==> src/hw/ata_register_access_engine_regs.svh <==
// Purpose: Register map, field layout and timing figures of the register access engine
// Assumes: Byte-wide microcontroller data space, 20 MHz system clock
// Notes: Definitions only
`ifndef ATA_REGISTER_ACCESS_ENGINE_REGS_SVH
`define ATA_REGISTER_ACCESS_ENGINE_REGS_SVH

// Data space offsets
`define ADDR_HOLDING_LOW 16'hf0d2
`define ADDR_HOLDING_HIGH 16'hf0d3
`define ADDR_BUS_ACCESS_CONTROL 16'hf0d4
`define ADDR_SECTOR_COUNTDOWN_LOW 16'hf0d5
`define ADDR_BYTE_TOTAL_1 16'hf0d7
`define ADDR_BYTE_TOTAL_2 16'hf0d8

// Fields of bus_access_control
`define SELECT_MSB 7
`define SELECT_LSB 4
`define WRITE_STROBE_BIT 3
`define READ_STROBE_BIT 2
`define FLUSH_BIT 1
`define SECTORS_MSB_BIT 0
`define SELECT_BLOCK_BIT 3
`define SELECT_DATA_REG 4'h8

// Transfer byte total bits 15:9 sit in byte 1, bits 17:16 in byte 2
`define TOTAL1_SECTOR_MSB 7
`define TOTAL1_SECTOR_LSB 1
`define TOTAL2_SECTOR_MSB 1
`define TOTAL2_SECTOR_LSB 0

// Reset values
`define RESET_SELECT 4'h0
`define RESET_WORD 16'h0000
`define RESET_SECTORS 9'h000
`define ZERO_BYTE 8'h00

// Register cycle timing
`define CLOCK_PERIOD_NS 50
`define T_ADDR_SETUP_NS 70
`define T_STROBE_NARROW_NS 290
`define T_STROBE_WIDE_NS 165
`define T_DATA_HOLD_NS 20
`define T_RECOVER_NS 70
`define NS_TO_CYC(ns) (((ns) + `CLOCK_PERIOD_NS - 1) / `CLOCK_PERIOD_NS)
`define ADDR_SETUP_CYC `NS_TO_CYC(`T_ADDR_SETUP_NS)
`define STROBE_NARROW_CYC `NS_TO_CYC(`T_STROBE_NARROW_NS)
`define STROBE_WIDE_CYC `NS_TO_CYC(`T_STROBE_WIDE_NS)
`define DATA_HOLD_CYC `NS_TO_CYC(`T_DATA_HOLD_NS)
`define RECOVER_CYC `NS_TO_CYC(`T_RECOVER_NS)

`endif

==> src/hw/ata_access_pkg.sv <==
// Purpose: Types shared by the register access engine
// Assumes: Nothing
// Notes: Timing and offsets live in the register header
package ata_access_pkg;

	typedef enum logic [2:0] {
		CYCLE_IDLE = 3'b000,
		CYCLE_SETUP = 3'b001,
		CYCLE_STROBE = 3'b010,
		CYCLE_HOLD = 3'b011,
		CYCLE_RECOVER = 3'b100
	} cycle_state_type;

endpackage

==> src/hw/sector_countdown.sv <==
// Purpose: Nine-bit sector countdown for PIO data transfers
// Assumes: One pulse of sector_done per 512-byte sector moved
// Notes: Load beats decrement in the same cycle
`timescale 1ns/10ps
`include "ata_register_access_engine_regs.svh"

module sector_countdown (
	input wire logic clock,
	input wire logic rst_n,
	input wire logic load,
	input wire logic [8:0] load_value,
	input wire logic sector_done,
	output logic [8:0] sectors_left
);

	always_ff @(posedge clock) begin
		if (!rst_n) begin
			sectors_left <= `RESET_SECTORS;
		end else if (load) begin
			sectors_left <= load_value;
		end else if (sector_done && (sectors_left != `RESET_SECTORS)) begin
			// Stops at zero so an extra pulse cannot wrap around
			sectors_left <= sectors_left - 9'h001;
		end
	end
endmodule // sector_countdown

==> src/hw/ata_register_access_engine.sv <==
// Purpose: Firmware-driven register cycles to an ATA/ATAPI device, buffer flush, sector countdown
// Assumes: Byte-wide data space port, single-cycle read and write requests, synchronous pins
// Notes: Read data appear on mcu_rdata one cycle after mcu_read
`timescale 1ns/10ps
`include "ata_register_access_engine_regs.svh"

module ata_register_access_engine (
	input wire logic clock,
	input wire logic rst_n,
	input wire logic [15:0] mcu_addr,
	input wire logic [7:0] mcu_wdata,
	input wire logic mcu_write,
	input wire logic mcu_read,
	output logic [7:0] mcu_rdata,
	input wire logic sector_done,
	output logic sector_buffer_flush,
	output logic command_block_select_n,
	output logic control_block_select_n,
	output logic [2:0] device_address,
	output logic device_read_n,
	output logic device_write_n,
	input wire logic [15:0] device_data_in,
	output logic [15:0] device_data_out,
	output logic device_data_oe_n
);

	logic [3:0] bus_register_select;
	logic bus_read_strobe;
	logic bus_write_strobe;
	logic [15:0] access_holding_word;
	logic [8:0] sectors_left;
	logic [8:0] byte_total_sector_bits;
	logic [8:0] next_byte_total_sector_bits;
	logic total_load;
	ata_access_pkg::cycle_state_type state;
	ata_access_pkg::cycle_state_type next_state;
	logic [3:0] phase_count;
	logic [3:0] next_phase_count;
	logic phase_done;
	logic cycle_done;
	logic launch;
	logic cycle_is_read;
	logic cycle_is_wide;
	logic [3:0] cycle_select;
	logic [3:0] next_select;
	logic next_is_read;
	logic next_is_wide;
	logic next_active;
	logic read_capture;
	logic control_write;

	assign control_write = mcu_write && (mcu_addr == `ADDR_BUS_ACCESS_CONTROL);
	assign phase_done = (phase_count == 4'h0);
	assign launch = (state == ata_access_pkg::CYCLE_IDLE) && (bus_read_strobe || bus_write_strobe);
	assign cycle_done = (state == ata_access_pkg::CYCLE_RECOVER) && phase_done;
	assign read_capture = (state == ata_access_pkg::CYCLE_STROBE) && phase_done && cycle_is_read;

	always_ff @(posedge clock) begin
		if (!rst_n) begin
			bus_register_select <= `RESET_SELECT;
		end else if (control_write) begin
			bus_register_select <= mcu_wdata[`SELECT_MSB:`SELECT_LSB];
		end
	end

	// read strobe self-clear
	// Firmware setting a strobe in the completion cycle wins
	always_ff @(posedge clock) begin
		if (!rst_n) begin
			bus_read_strobe <= 1'b0;
		end else if (control_write && mcu_wdata[`READ_STROBE_BIT]) begin
			bus_read_strobe <= 1'b1;
		end else if (cycle_done) begin
			bus_read_strobe <= 1'b0;
		end
	end

	always_ff @(posedge clock) begin
		if (!rst_n) begin
			bus_write_strobe <= 1'b0;
		end else if (control_write && mcu_wdata[`WRITE_STROBE_BIT]) begin
			bus_write_strobe <= 1'b1;
		end else if (cycle_done) begin
			bus_write_strobe <= 1'b0;
		end
	end

	always_ff @(posedge clock) begin
		if (!rst_n) begin
			sector_buffer_flush <= 1'b0;
		end else begin
			sector_buffer_flush <= control_write && mcu_wdata[`FLUSH_BIT];
		end
	end

	// read data capture, narrow reads zero the high byte
	always_ff @(posedge clock) begin
		if (!rst_n) begin
			access_holding_word <= `RESET_WORD;
		end else if (read_capture) begin
			access_holding_word <= cycle_is_wide ? device_data_in : {`ZERO_BYTE, device_data_in[7:0]};
		end else if (mcu_write && (mcu_addr == `ADDR_HOLDING_LOW)) begin
			access_holding_word[7:0] <= mcu_wdata;
		end else if (mcu_write && (mcu_addr == `ADDR_HOLDING_HIGH)) begin
			access_holding_word[15:8] <= mcu_wdata;
		end
	end

	// shadow of byte total bits 17:9
	always_comb begin
		next_byte_total_sector_bits = byte_total_sector_bits;
		total_load = 1'b0;
		if (mcu_write && (mcu_addr == `ADDR_BYTE_TOTAL_1)) begin
			next_byte_total_sector_bits[6:0] = mcu_wdata[`TOTAL1_SECTOR_MSB:`TOTAL1_SECTOR_LSB];
			total_load = 1'b1;
		end
		if (mcu_write && (mcu_addr == `ADDR_BYTE_TOTAL_2)) begin
			next_byte_total_sector_bits[8:7] = mcu_wdata[`TOTAL2_SECTOR_MSB:`TOTAL2_SECTOR_LSB];
			total_load = 1'b1;
		end
	end

	always_ff @(posedge clock) begin
		if (!rst_n) begin
			byte_total_sector_bits <= `RESET_SECTORS;
		end else begin
			byte_total_sector_bits <= next_byte_total_sector_bits;
		end
	end

	sector_countdown countdown (
		.clock(clock),
		.rst_n(rst_n),
		.load(total_load),
		.load_value(next_byte_total_sector_bits),
		.sector_done(sector_done),
		.sectors_left(sectors_left)
	);

	always_ff @(posedge clock) begin
		if (!rst_n) begin
			mcu_rdata <= `ZERO_BYTE;
		end else if (mcu_read) begin
			unique case (mcu_addr)
				`ADDR_HOLDING_LOW: mcu_rdata <= access_holding_word[7:0];
				`ADDR_HOLDING_HIGH: mcu_rdata <= access_holding_word[15:8];
				`ADDR_BUS_ACCESS_CONTROL: mcu_rdata <= {bus_register_select, bus_write_strobe,
					bus_read_strobe, sector_buffer_flush, sectors_left[8]};
				`ADDR_SECTOR_COUNTDOWN_LOW: mcu_rdata <= sectors_left[7:0];
				default: mcu_rdata <= `ZERO_BYTE;
			endcase
		end
	end

	// read wins, width, no address filtering
	assign next_select = (state == ata_access_pkg::CYCLE_IDLE) ? bus_register_select : cycle_select;
	assign next_is_read = (state == ata_access_pkg::CYCLE_IDLE) ? bus_read_strobe : cycle_is_read;
	assign next_is_wide = (next_select == `SELECT_DATA_REG);
	assign next_active = (next_state != ata_access_pkg::CYCLE_IDLE);

	always_ff @(posedge clock) begin
		if (!rst_n) begin
			cycle_select <= `RESET_SELECT;
			cycle_is_read <= 1'b0;
			cycle_is_wide <= 1'b0;
		end else if (launch) begin
			cycle_select <= next_select;
			cycle_is_read <= next_is_read;
			cycle_is_wide <= next_is_wide;
		end
	end

	always_comb begin
		next_state = state;
		next_phase_count = phase_done ? 4'h0 : phase_count - 4'h1;
		unique case (state)
			ata_access_pkg::CYCLE_IDLE: begin
				if (launch) begin
					next_state = ata_access_pkg::CYCLE_SETUP;
					next_phase_count = 4'(`ADDR_SETUP_CYC - 1);
				end
			end
			ata_access_pkg::CYCLE_SETUP: begin
				if (phase_done) begin
					next_state = ata_access_pkg::CYCLE_STROBE;
					next_phase_count = cycle_is_wide ? 4'(`STROBE_WIDE_CYC - 1) : 4'(`STROBE_NARROW_CYC - 1);
				end
			end
			ata_access_pkg::CYCLE_STROBE: begin
				if (phase_done) begin
					next_state = ata_access_pkg::CYCLE_HOLD;
					next_phase_count = 4'(`DATA_HOLD_CYC - 1);
				end
			end
			ata_access_pkg::CYCLE_HOLD: begin
				if (phase_done) begin
					next_state = ata_access_pkg::CYCLE_RECOVER;
					next_phase_count = 4'(`RECOVER_CYC - 1);
				end
			end
			ata_access_pkg::CYCLE_RECOVER: begin
				if (phase_done) begin
					next_state = ata_access_pkg::CYCLE_IDLE;
				end
			end
			default: begin
				next_state = ata_access_pkg::CYCLE_IDLE;
				next_phase_count = 4'h0;
			end
		endcase
	end

	always_ff @(posedge clock) begin
		if (!rst_n) begin
			state <= ata_access_pkg::CYCLE_IDLE;
			phase_count <= 4'h0;
		end else begin
			state <= next_state;
			phase_count <= next_phase_count;
		end
	end

	always_ff @(posedge clock) begin
		if (!rst_n) begin
			command_block_select_n <= 1'b1;
			control_block_select_n <= 1'b1;
			device_address <= 3'h0;
		end else begin
			command_block_select_n <= !(next_active && next_select[`SELECT_BLOCK_BIT]);
			control_block_select_n <= !(next_active && !next_select[`SELECT_BLOCK_BIT]);
			device_address <= next_active ? next_select[2:0] : 3'h0;
		end
	end

	// strobes and write data drive, data held through hold phase
	always_ff @(posedge clock) begin
		if (!rst_n) begin
			device_read_n <= 1'b1;
			device_write_n <= 1'b1;
			device_data_oe_n <= 1'b1;
			device_data_out <= `RESET_WORD;
		end else begin
			device_read_n <= !((next_state == ata_access_pkg::CYCLE_STROBE) && next_is_read);
			device_write_n <= !((next_state == ata_access_pkg::CYCLE_STROBE) && !next_is_read);
			device_data_oe_n <= !(next_active && !next_is_read && (next_state != ata_access_pkg::CYCLE_RECOVER));
			if (launch) begin
				device_data_out <= access_holding_word;
			end
		end
	end
endmodule // ata_register_access_engine

==> config.mk <==
export PLATFORM = sky130hd
export DESIGN_NAME = ata_register_access_engine
export DESIGN_NICKNAME = d
export VERILOG_FILES = /design/src/hw/ata_access_pkg.sv /design/src/hw/sector_countdown.sv /design/src/hw/ata_register_access_engine.sv
export VERILOG_INCLUDE_DIRS = /design/src /design/src/hw
export SDC_FILE = /design/constraint.sdc
export NUM_CORES = 1
export LEC_CHECK = 0
export BUFFER_PORTS_ARGS = -buffer_cell sky130_fd_sc_hd__buf_2
export CAP_MARGIN = 10
export CORE_MARGIN = 2
export CORE_UTILIZATION = 55
export CTS_CLUSTER_DIAMETER = 150
export DETAILED_ROUTE_END_ITERATION = 8
export HOLD_SLACK_MARGIN = 0.1
export PLACE_DENSITY_LB_ADDON = 0.25
export SYNTH_ARGS = -nofsm -noshare
export SYNTH_HDL_FRONTEND = slang
export SYNTH_HIERARCHICAL = 1
export SYNTH_SLANG_ARGS = --single-unit
==> constraint.sdc <==
create_clock -name clock -period 2.8 [get_ports clock]
set_input_delay 0.7 -clock clock [delete_from_list [all_inputs] [get_ports clock]]
set_output_delay 0.7 -clock clock [all_outputs]
set_load 0.02 [all_outputs]
Word-level counts from Yosys, hierarchy flattened:

Index checks and enable logic that the tools add are counted.
W data, S select, Z words.

* output and inout bits: 33
* RAM bits: 0
* latch bits: 0
* memories: 0
* input bits: 45
* ROM bits: 0
* flip-flop bits (word level): 86

* $lt $le $gt $ge: 0
* add/subtract/negate cells: 2
* reduce and logical (&&, ||, !) cells: 38
* div/mod/pow operators: 0
* shift-type cells: 0
* muxes and demuxes: 30
* bitwise logic cells: 0
* eq/ne operators: 14
* multiply operators: 0

Operator list (number)
* $eq A16 B16 Y1 const B: 6
* $mux W16: 2
* $pmux W8 S4: 1
* $mux W4: 6
* $mux W8: 3
* $pmux W4 S5: 1
* $logic_and A1 B1 Y1: 19
* $mux W3: 6
* $mux W9: 2
* $pmux W3 S5: 1
* $reduce_bool A2 Y1: 5
* $eq A3 B2 Y1 const B: 3
* $reduce_bool A9 Y1: 1
* $sub A9 B1 Y9 const B: 1
* $logic_not A1 Y1: 7
* $mux W7: 1
* $mux W1: 6
* $eq A4 B4 Y1 const B: 1
* $logic_not A4 Y1: 1
* $reduce_and A2 Y1: 2
* $sub A4 B1 Y4 const B: 1
* $eq A3 B1 Y1 const B: 1
* $eq A3 B3 Y1 const B: 1
* $logic_not A3 Y1: 1
* other kinds (5): 5

Longest topological paths before layout:

* depth in word-level cells: 8
* mapped depth: 9
* mapped depth without buffers: 7

Modules after synthesis:

Netlist, hierarchy kept.

Modules (own cells, without submodules)
* ata_register_access_engine: seq. area each 1541.5 sq um, times used 1, area each 3462.1 sq um, cells an instance 377
* sector_countdown: seq. area each 180.2 sq um, times used 1, area each 519.2 sq um, cells an instance 60

Worst setup path after synthesis:

OpenSTA, ideal clock, no wires.

* path kind: input to register
* from: in mcu_addr[9]
* to: reg countdown.sectors_left[3]
* required time: 2.666 ns
* arrival: 2.474 ns
* buffers on the path: 2
* stages: 9
* slack: 0.192 ns
* library setup time: 0.134 ns
* cells stage by stage: or4_4 buf_6 nor2_2 nand4_1 o22ai_1 inv_1 clkbuf_1 o21ai_0 a21oi_1

* word-level cells in the longest chain between the ends: 5

Ends and longest elaborated chain
* from (decl): line ata_register_access_engine.sv:10 `input wire logic [15:0] mcu_addr,`
* $eq A16 B16 Y1 (no line)
* $logic_and A1 B1 Y1: line ata_register_access_engine.sv:113 `` if (mcu_write && (mcu_addr == `ADDR_BYTE_TOTAL_1)) begin ``
* $mux W1: line ata_register_access_engine.sv:113
* $mux W1 (*): line ata_register_access_engine.sv:117 `` if (mcu_write && (mcu_addr == `ADDR_BYTE_TOTAL_2)) begin ``
* via total_load: line ata_register_access_engine.sv:34 `logic total_load;`
* $mux W9 / $reduce_bool A2 Y1 (equally long branches)
* to (signal assigned): line sector_countdown.sv:18 `` sectors_left <= `RESET_SECTORS; ``
* to (signal assigned): line sector_countdown.sv:20 `sectors_left <= load_value;`
* to (signal assigned): line sector_countdown.sv:23 `sectors_left <= sectors_left - 9'h001;`
* to (decl): line sector_countdown.sv:13 `output logic [8:0] sectors_left`

Mark *: on every way through the listed nets, which the timed path passes. The rest lies on a longest branch.
A chain may end at the register's enable or synchronous reset.

Worst setup path in the final report:

* from: reg phase_count[0]
* to: reg access_holding_word[11]

* word-level cells in the longest chain between the ends: 5

Ends and longest elaborated chain
* from (decl): line ata_register_access_engine.sv:37 `logic [3:0] phase_count;`
* from (signal assigned): line ata_register_access_engine.sv:219 `phase_count <= next_phase_count;`
* $logic_not A4 Y1 (*): line ata_register_access_engine.sv:53 `assign phase_done = (phase_count == 4'h0);`
* $logic_and A1 B1 Y1 (*) (2 in a row): line ata_register_access_engine.sv:56 `assign read_capture = (state == ata_access_pkg::CYCLE_STROBE) && phase_done && cycle_is_read;`
* $ne A2 B2 Y1 (no line) / $reduce_bool A2 Y1 (equally long branches)
* $reduce_and A2 Y1 (no line)
* to (signal assigned): line ata_register_access_engine.sv:99 `` access_holding_word <= `RESET_WORD; ``
* to (signal assigned): line ata_register_access_engine.sv:101 `` access_holding_word <= cycle_is_wide ? device_data_in : {`ZERO_BYTE, device_data_in[7:0]}; ``
* to (signal assigned): line ata_register_access_engine.sv:105 `access_holding_word[15:8] <= mcu_wdata;`
* to (decl): line ata_register_access_engine.sv:30 `logic [15:0] access_holding_word;`

Mark *: on every way between the ends. The rest lies on a longest branch, timed or not.

==> metrics.txt <==
status=completed; hold wc startpoint=device_data_out[3]; WP data required=3.04 ns; DR vias/cell=5.58; Site Rows=31; GRT overflow=0; sw frac=between 30% and 40%; Nets=between 500 and 600; Die X=just under 90 um; Area contributors post-synth=dfxtp_1 43%, nand2_1 6.9%, mux2i_1 6.5%; Crit Path Max Fanout=15; yosys warns=6; static leakage=a little under 2 nW; # resized after CTS=0; fillers=636; r2r endpoint=access_holding_word[11]; Hold WC Path Type=flip-flop to flip-flop; CTS Hold Buffers Added=0; pwr dens=639 mW/mm^2; port bufs=77; Cell Area, Synth=0.00398 sq mm; Post-DRT Antenna Nets=0; count of cell types in the netlist=60; hold path depth=2; vias in the first global route=3266; worst slew pin tran=0.605 ns; die area=0.00794 sq mm; Synth top area share=43.2%; H-tree levels=3; most frequent cell after synthesis=dfxtp_1; max-slew violation count=0; period utilization=81.1%; Peak VDD IR=0.422 mV; Main synth FF type=dfxtp_1; CTS Buf Count=9; CTS root buffer=clkbuf_8; utilization after layout=65.3%; Synth-to-Final Area Change=17.0%; most frequent cells after synthesis=86 x dfxtp_1, 73 x nand2_1, 34 x a21oi_1, 26 x mux2i_1, 26 x nor2_1; sequential share of the synthesized area=43.2%; total setup buffers inserted after CTS=0; Max Cap Viol=0; Post-synth EDFFs=0; Fin. Hold Viols=0; top-level port count=78; Crit. End Element=flip-flop; Synth area leader=dfxtp_1; clock network power share=30.2%; Post-DP HPWL=7.29 mm; register bit total from synthesis=86; Starting Density=55.8%; sw power=0.925 mW; initial antenna violation count=0; Async S/R FF share, synth=0%; Core Footprint=a little over 0.007 sq mm; Reg power frac=between 40% and 50%; fraction of layout cells with a size suffix above 1=27.0%; final clock skew=just under 0.01 ns; CP startpoint kind=flip-flop; RR Startpoint=phase_count[0]; syn_nets=485; Tot GR Track Use=about a quarter; initial drt markers=187; WL final=just under 10 mm; die height=89.1 um; setup TNS=0 ns; Hold Path Sink=device_data_out[3]; synthesized netlist cell count=437; gpl congestion=roughly 0.9; antenna cells=0; combinational share of power=between 20% and 30%; CP arrival=2.51 ns; # setup viols final=0; CTS sink count=86; fmax=0.440 GHz; first-pass GRT wire length=approximately 16 mm; # DRC=0; Sequential Area=0.00172 sq mm; Worst R2R Setup Slack=0.53 ns; DR pass1 iterations=5; CTS tree=built; Period minus WS final=between 2 and 2.5 ns; Int Power=2.05 mW; Slew HR=59.5%; largest net degree at the start of global routing=25; r2r worst-path depth=6; footprint of the multi-input gates=0.00210 sq mm; Mean Syn Cell Area=9.11 sq um; RSZ-0062 raised after global routing=false; Setup Crit Path Kind=flip-flop to flip-flop; drt wl/cell=16.0 um; Worst-Skew Late Latency=0.37 ns; clock slew at reported path FFs=0.09 ns; via count=around 3.4k; CTS max path bufs=2
-- cells in the final DEF, fill, tap and decap left out, types with 2 or more instances in the layout --
cell type  synthesis  layout
mux2_2             8       8
nor3b_1            2       2
a22oi_1           18      18
nor4b_1            2       2
clkbuf_8           1       9
a211oi_2           2       2
buf_4              1       9
o21ai_0           25      25
a31oi_1            2       2
ha_1               3       3
nand4_1            2       2
inv_1              9       9
o21ai_1            7       7
mux2_4             9       9
and3_1             4       4
nand3_1            5       5
nor2_2             2       2
or3b_2             2       2
nor3_1             7       7
buf_2              4      77
nand2b_1           3       3
nand2_1           73      73
xnor2_1            2       2
and2_1             9       9
mux2i_1           26      26
nand3b_1           6       6
nor4_4             3       3
a21oi_1           34      34
nor4_1             3       3
xor2_1             5       5
clkinv_4           0       2
inv_6              0       3
nor2b_1            2       2
nor2_1            26      26
dfxtp_1           86      86
or4_4              2       2
or3_1              3       3
-- cell type report --
cell class | count | share of cell area, %
Sequential cell | 86 | 37.0
Clock buffer | 9 | 2.66
Clock inverter | 7 | 1.69
Tap cell | 99 | 2.66
Timing Repair Buffer | 87 | 10.2
Multi-Input combinational cell | 320 | 45.1
Inverter | 9 | 0.725
-- critical path: stages, from the launching register on --
cell and delay, ns:
dfxtp_1 0.32, inv_1 0.09, ha_1 0.19, or3b_1 0.49, or3_1 0.49, nand2_1 0.39
o21ai_0 0.17
-- worst max-delay path by stage --
stage,slack (ns),end,startpoint,cells after the start
after floorplan,0.19,countdown/sectors_left[3],mcu_addr[9],9
after global placement,0.21,countdown/sectors_left[5],mcu_addr[9],8
after detailed placement,0.16,countdown/sectors_left[5],mcu_addr[9],8
after CTS,0.53,access_holding_word[11],phase_count[0],6
after global routing,0.40,access_holding_word[14],phase_count[0],6
final,0.53,access_holding_word[11],phase_count[0],6
-- per-layer routing --
layer  global-route usage (%)  vias to the layer above  wire length, um
met1                     32.7                     1625             4050
li1                         -                     1694                -
met5                        0                        -                0
met4                     9.36                        0              189
met3                     4.71                       16              643
met2                     44.8                      107             4970
-- registers in the layout (all words and copies together) (netlist names), 3 cells and up --
register / flops
bus_register_select: 4
cycle_select: 4
mcu_rdata: 8
device_data_out: 16
access_holding_word: 16
countdown/sectors_left: 9
state: 3
byte_total_sector_bits: 9
device_address: 3
phase_count: 4
-- metrics by stage --
step | cells | total power [mW] | hold slack, ns | setup WS [ns] | cell area [sq um]
global route | 617 | 3.11 | 0.482 | 0.395 | 4660
global placement | 601 | 2.07 | 0.442 | 0.214 | 4450
floorplan | 437 | 1.91 | 0.436 | 0.192 | 3980
finish | 617 | 2.97 | 0.461 | 0.530 | 4660
CTS | 617 | 2.97 | 0.460 | 0.527 | 4660
detailed placement | 601 | 2.09 | 0.449 | 0.161 | 4450
-- power by group through the flow --
stage               combinational, mW  clock (mW)  sequential [mW]
floorplan                       0.538           0             1.38
global placement                0.674           0             1.40
detailed placement              0.690           0             1.40
CTS                             0.694       0.903             1.38
global route                    0.765       0.951             1.39
finish                          0.697       0.898             1.38
-- cells by family (layout without fill, tap and decap cells) --
kind of cell / after synthesis / count (layout) / synth area share, %
compound gates: 100 / 100 / 15.2
xor+xnor: 7 / 7 / 1.54
buf+inv: 31 / 112 / 3.96
flops: 86 / 86 / 43.2
fa+ha+maj: 3 / 3 / 0.943
simple gates: 167 / 167 / 22.9
mux: 43 / 43 / 12.2
No activity file was read; power rests on OpenSTA's default activity.
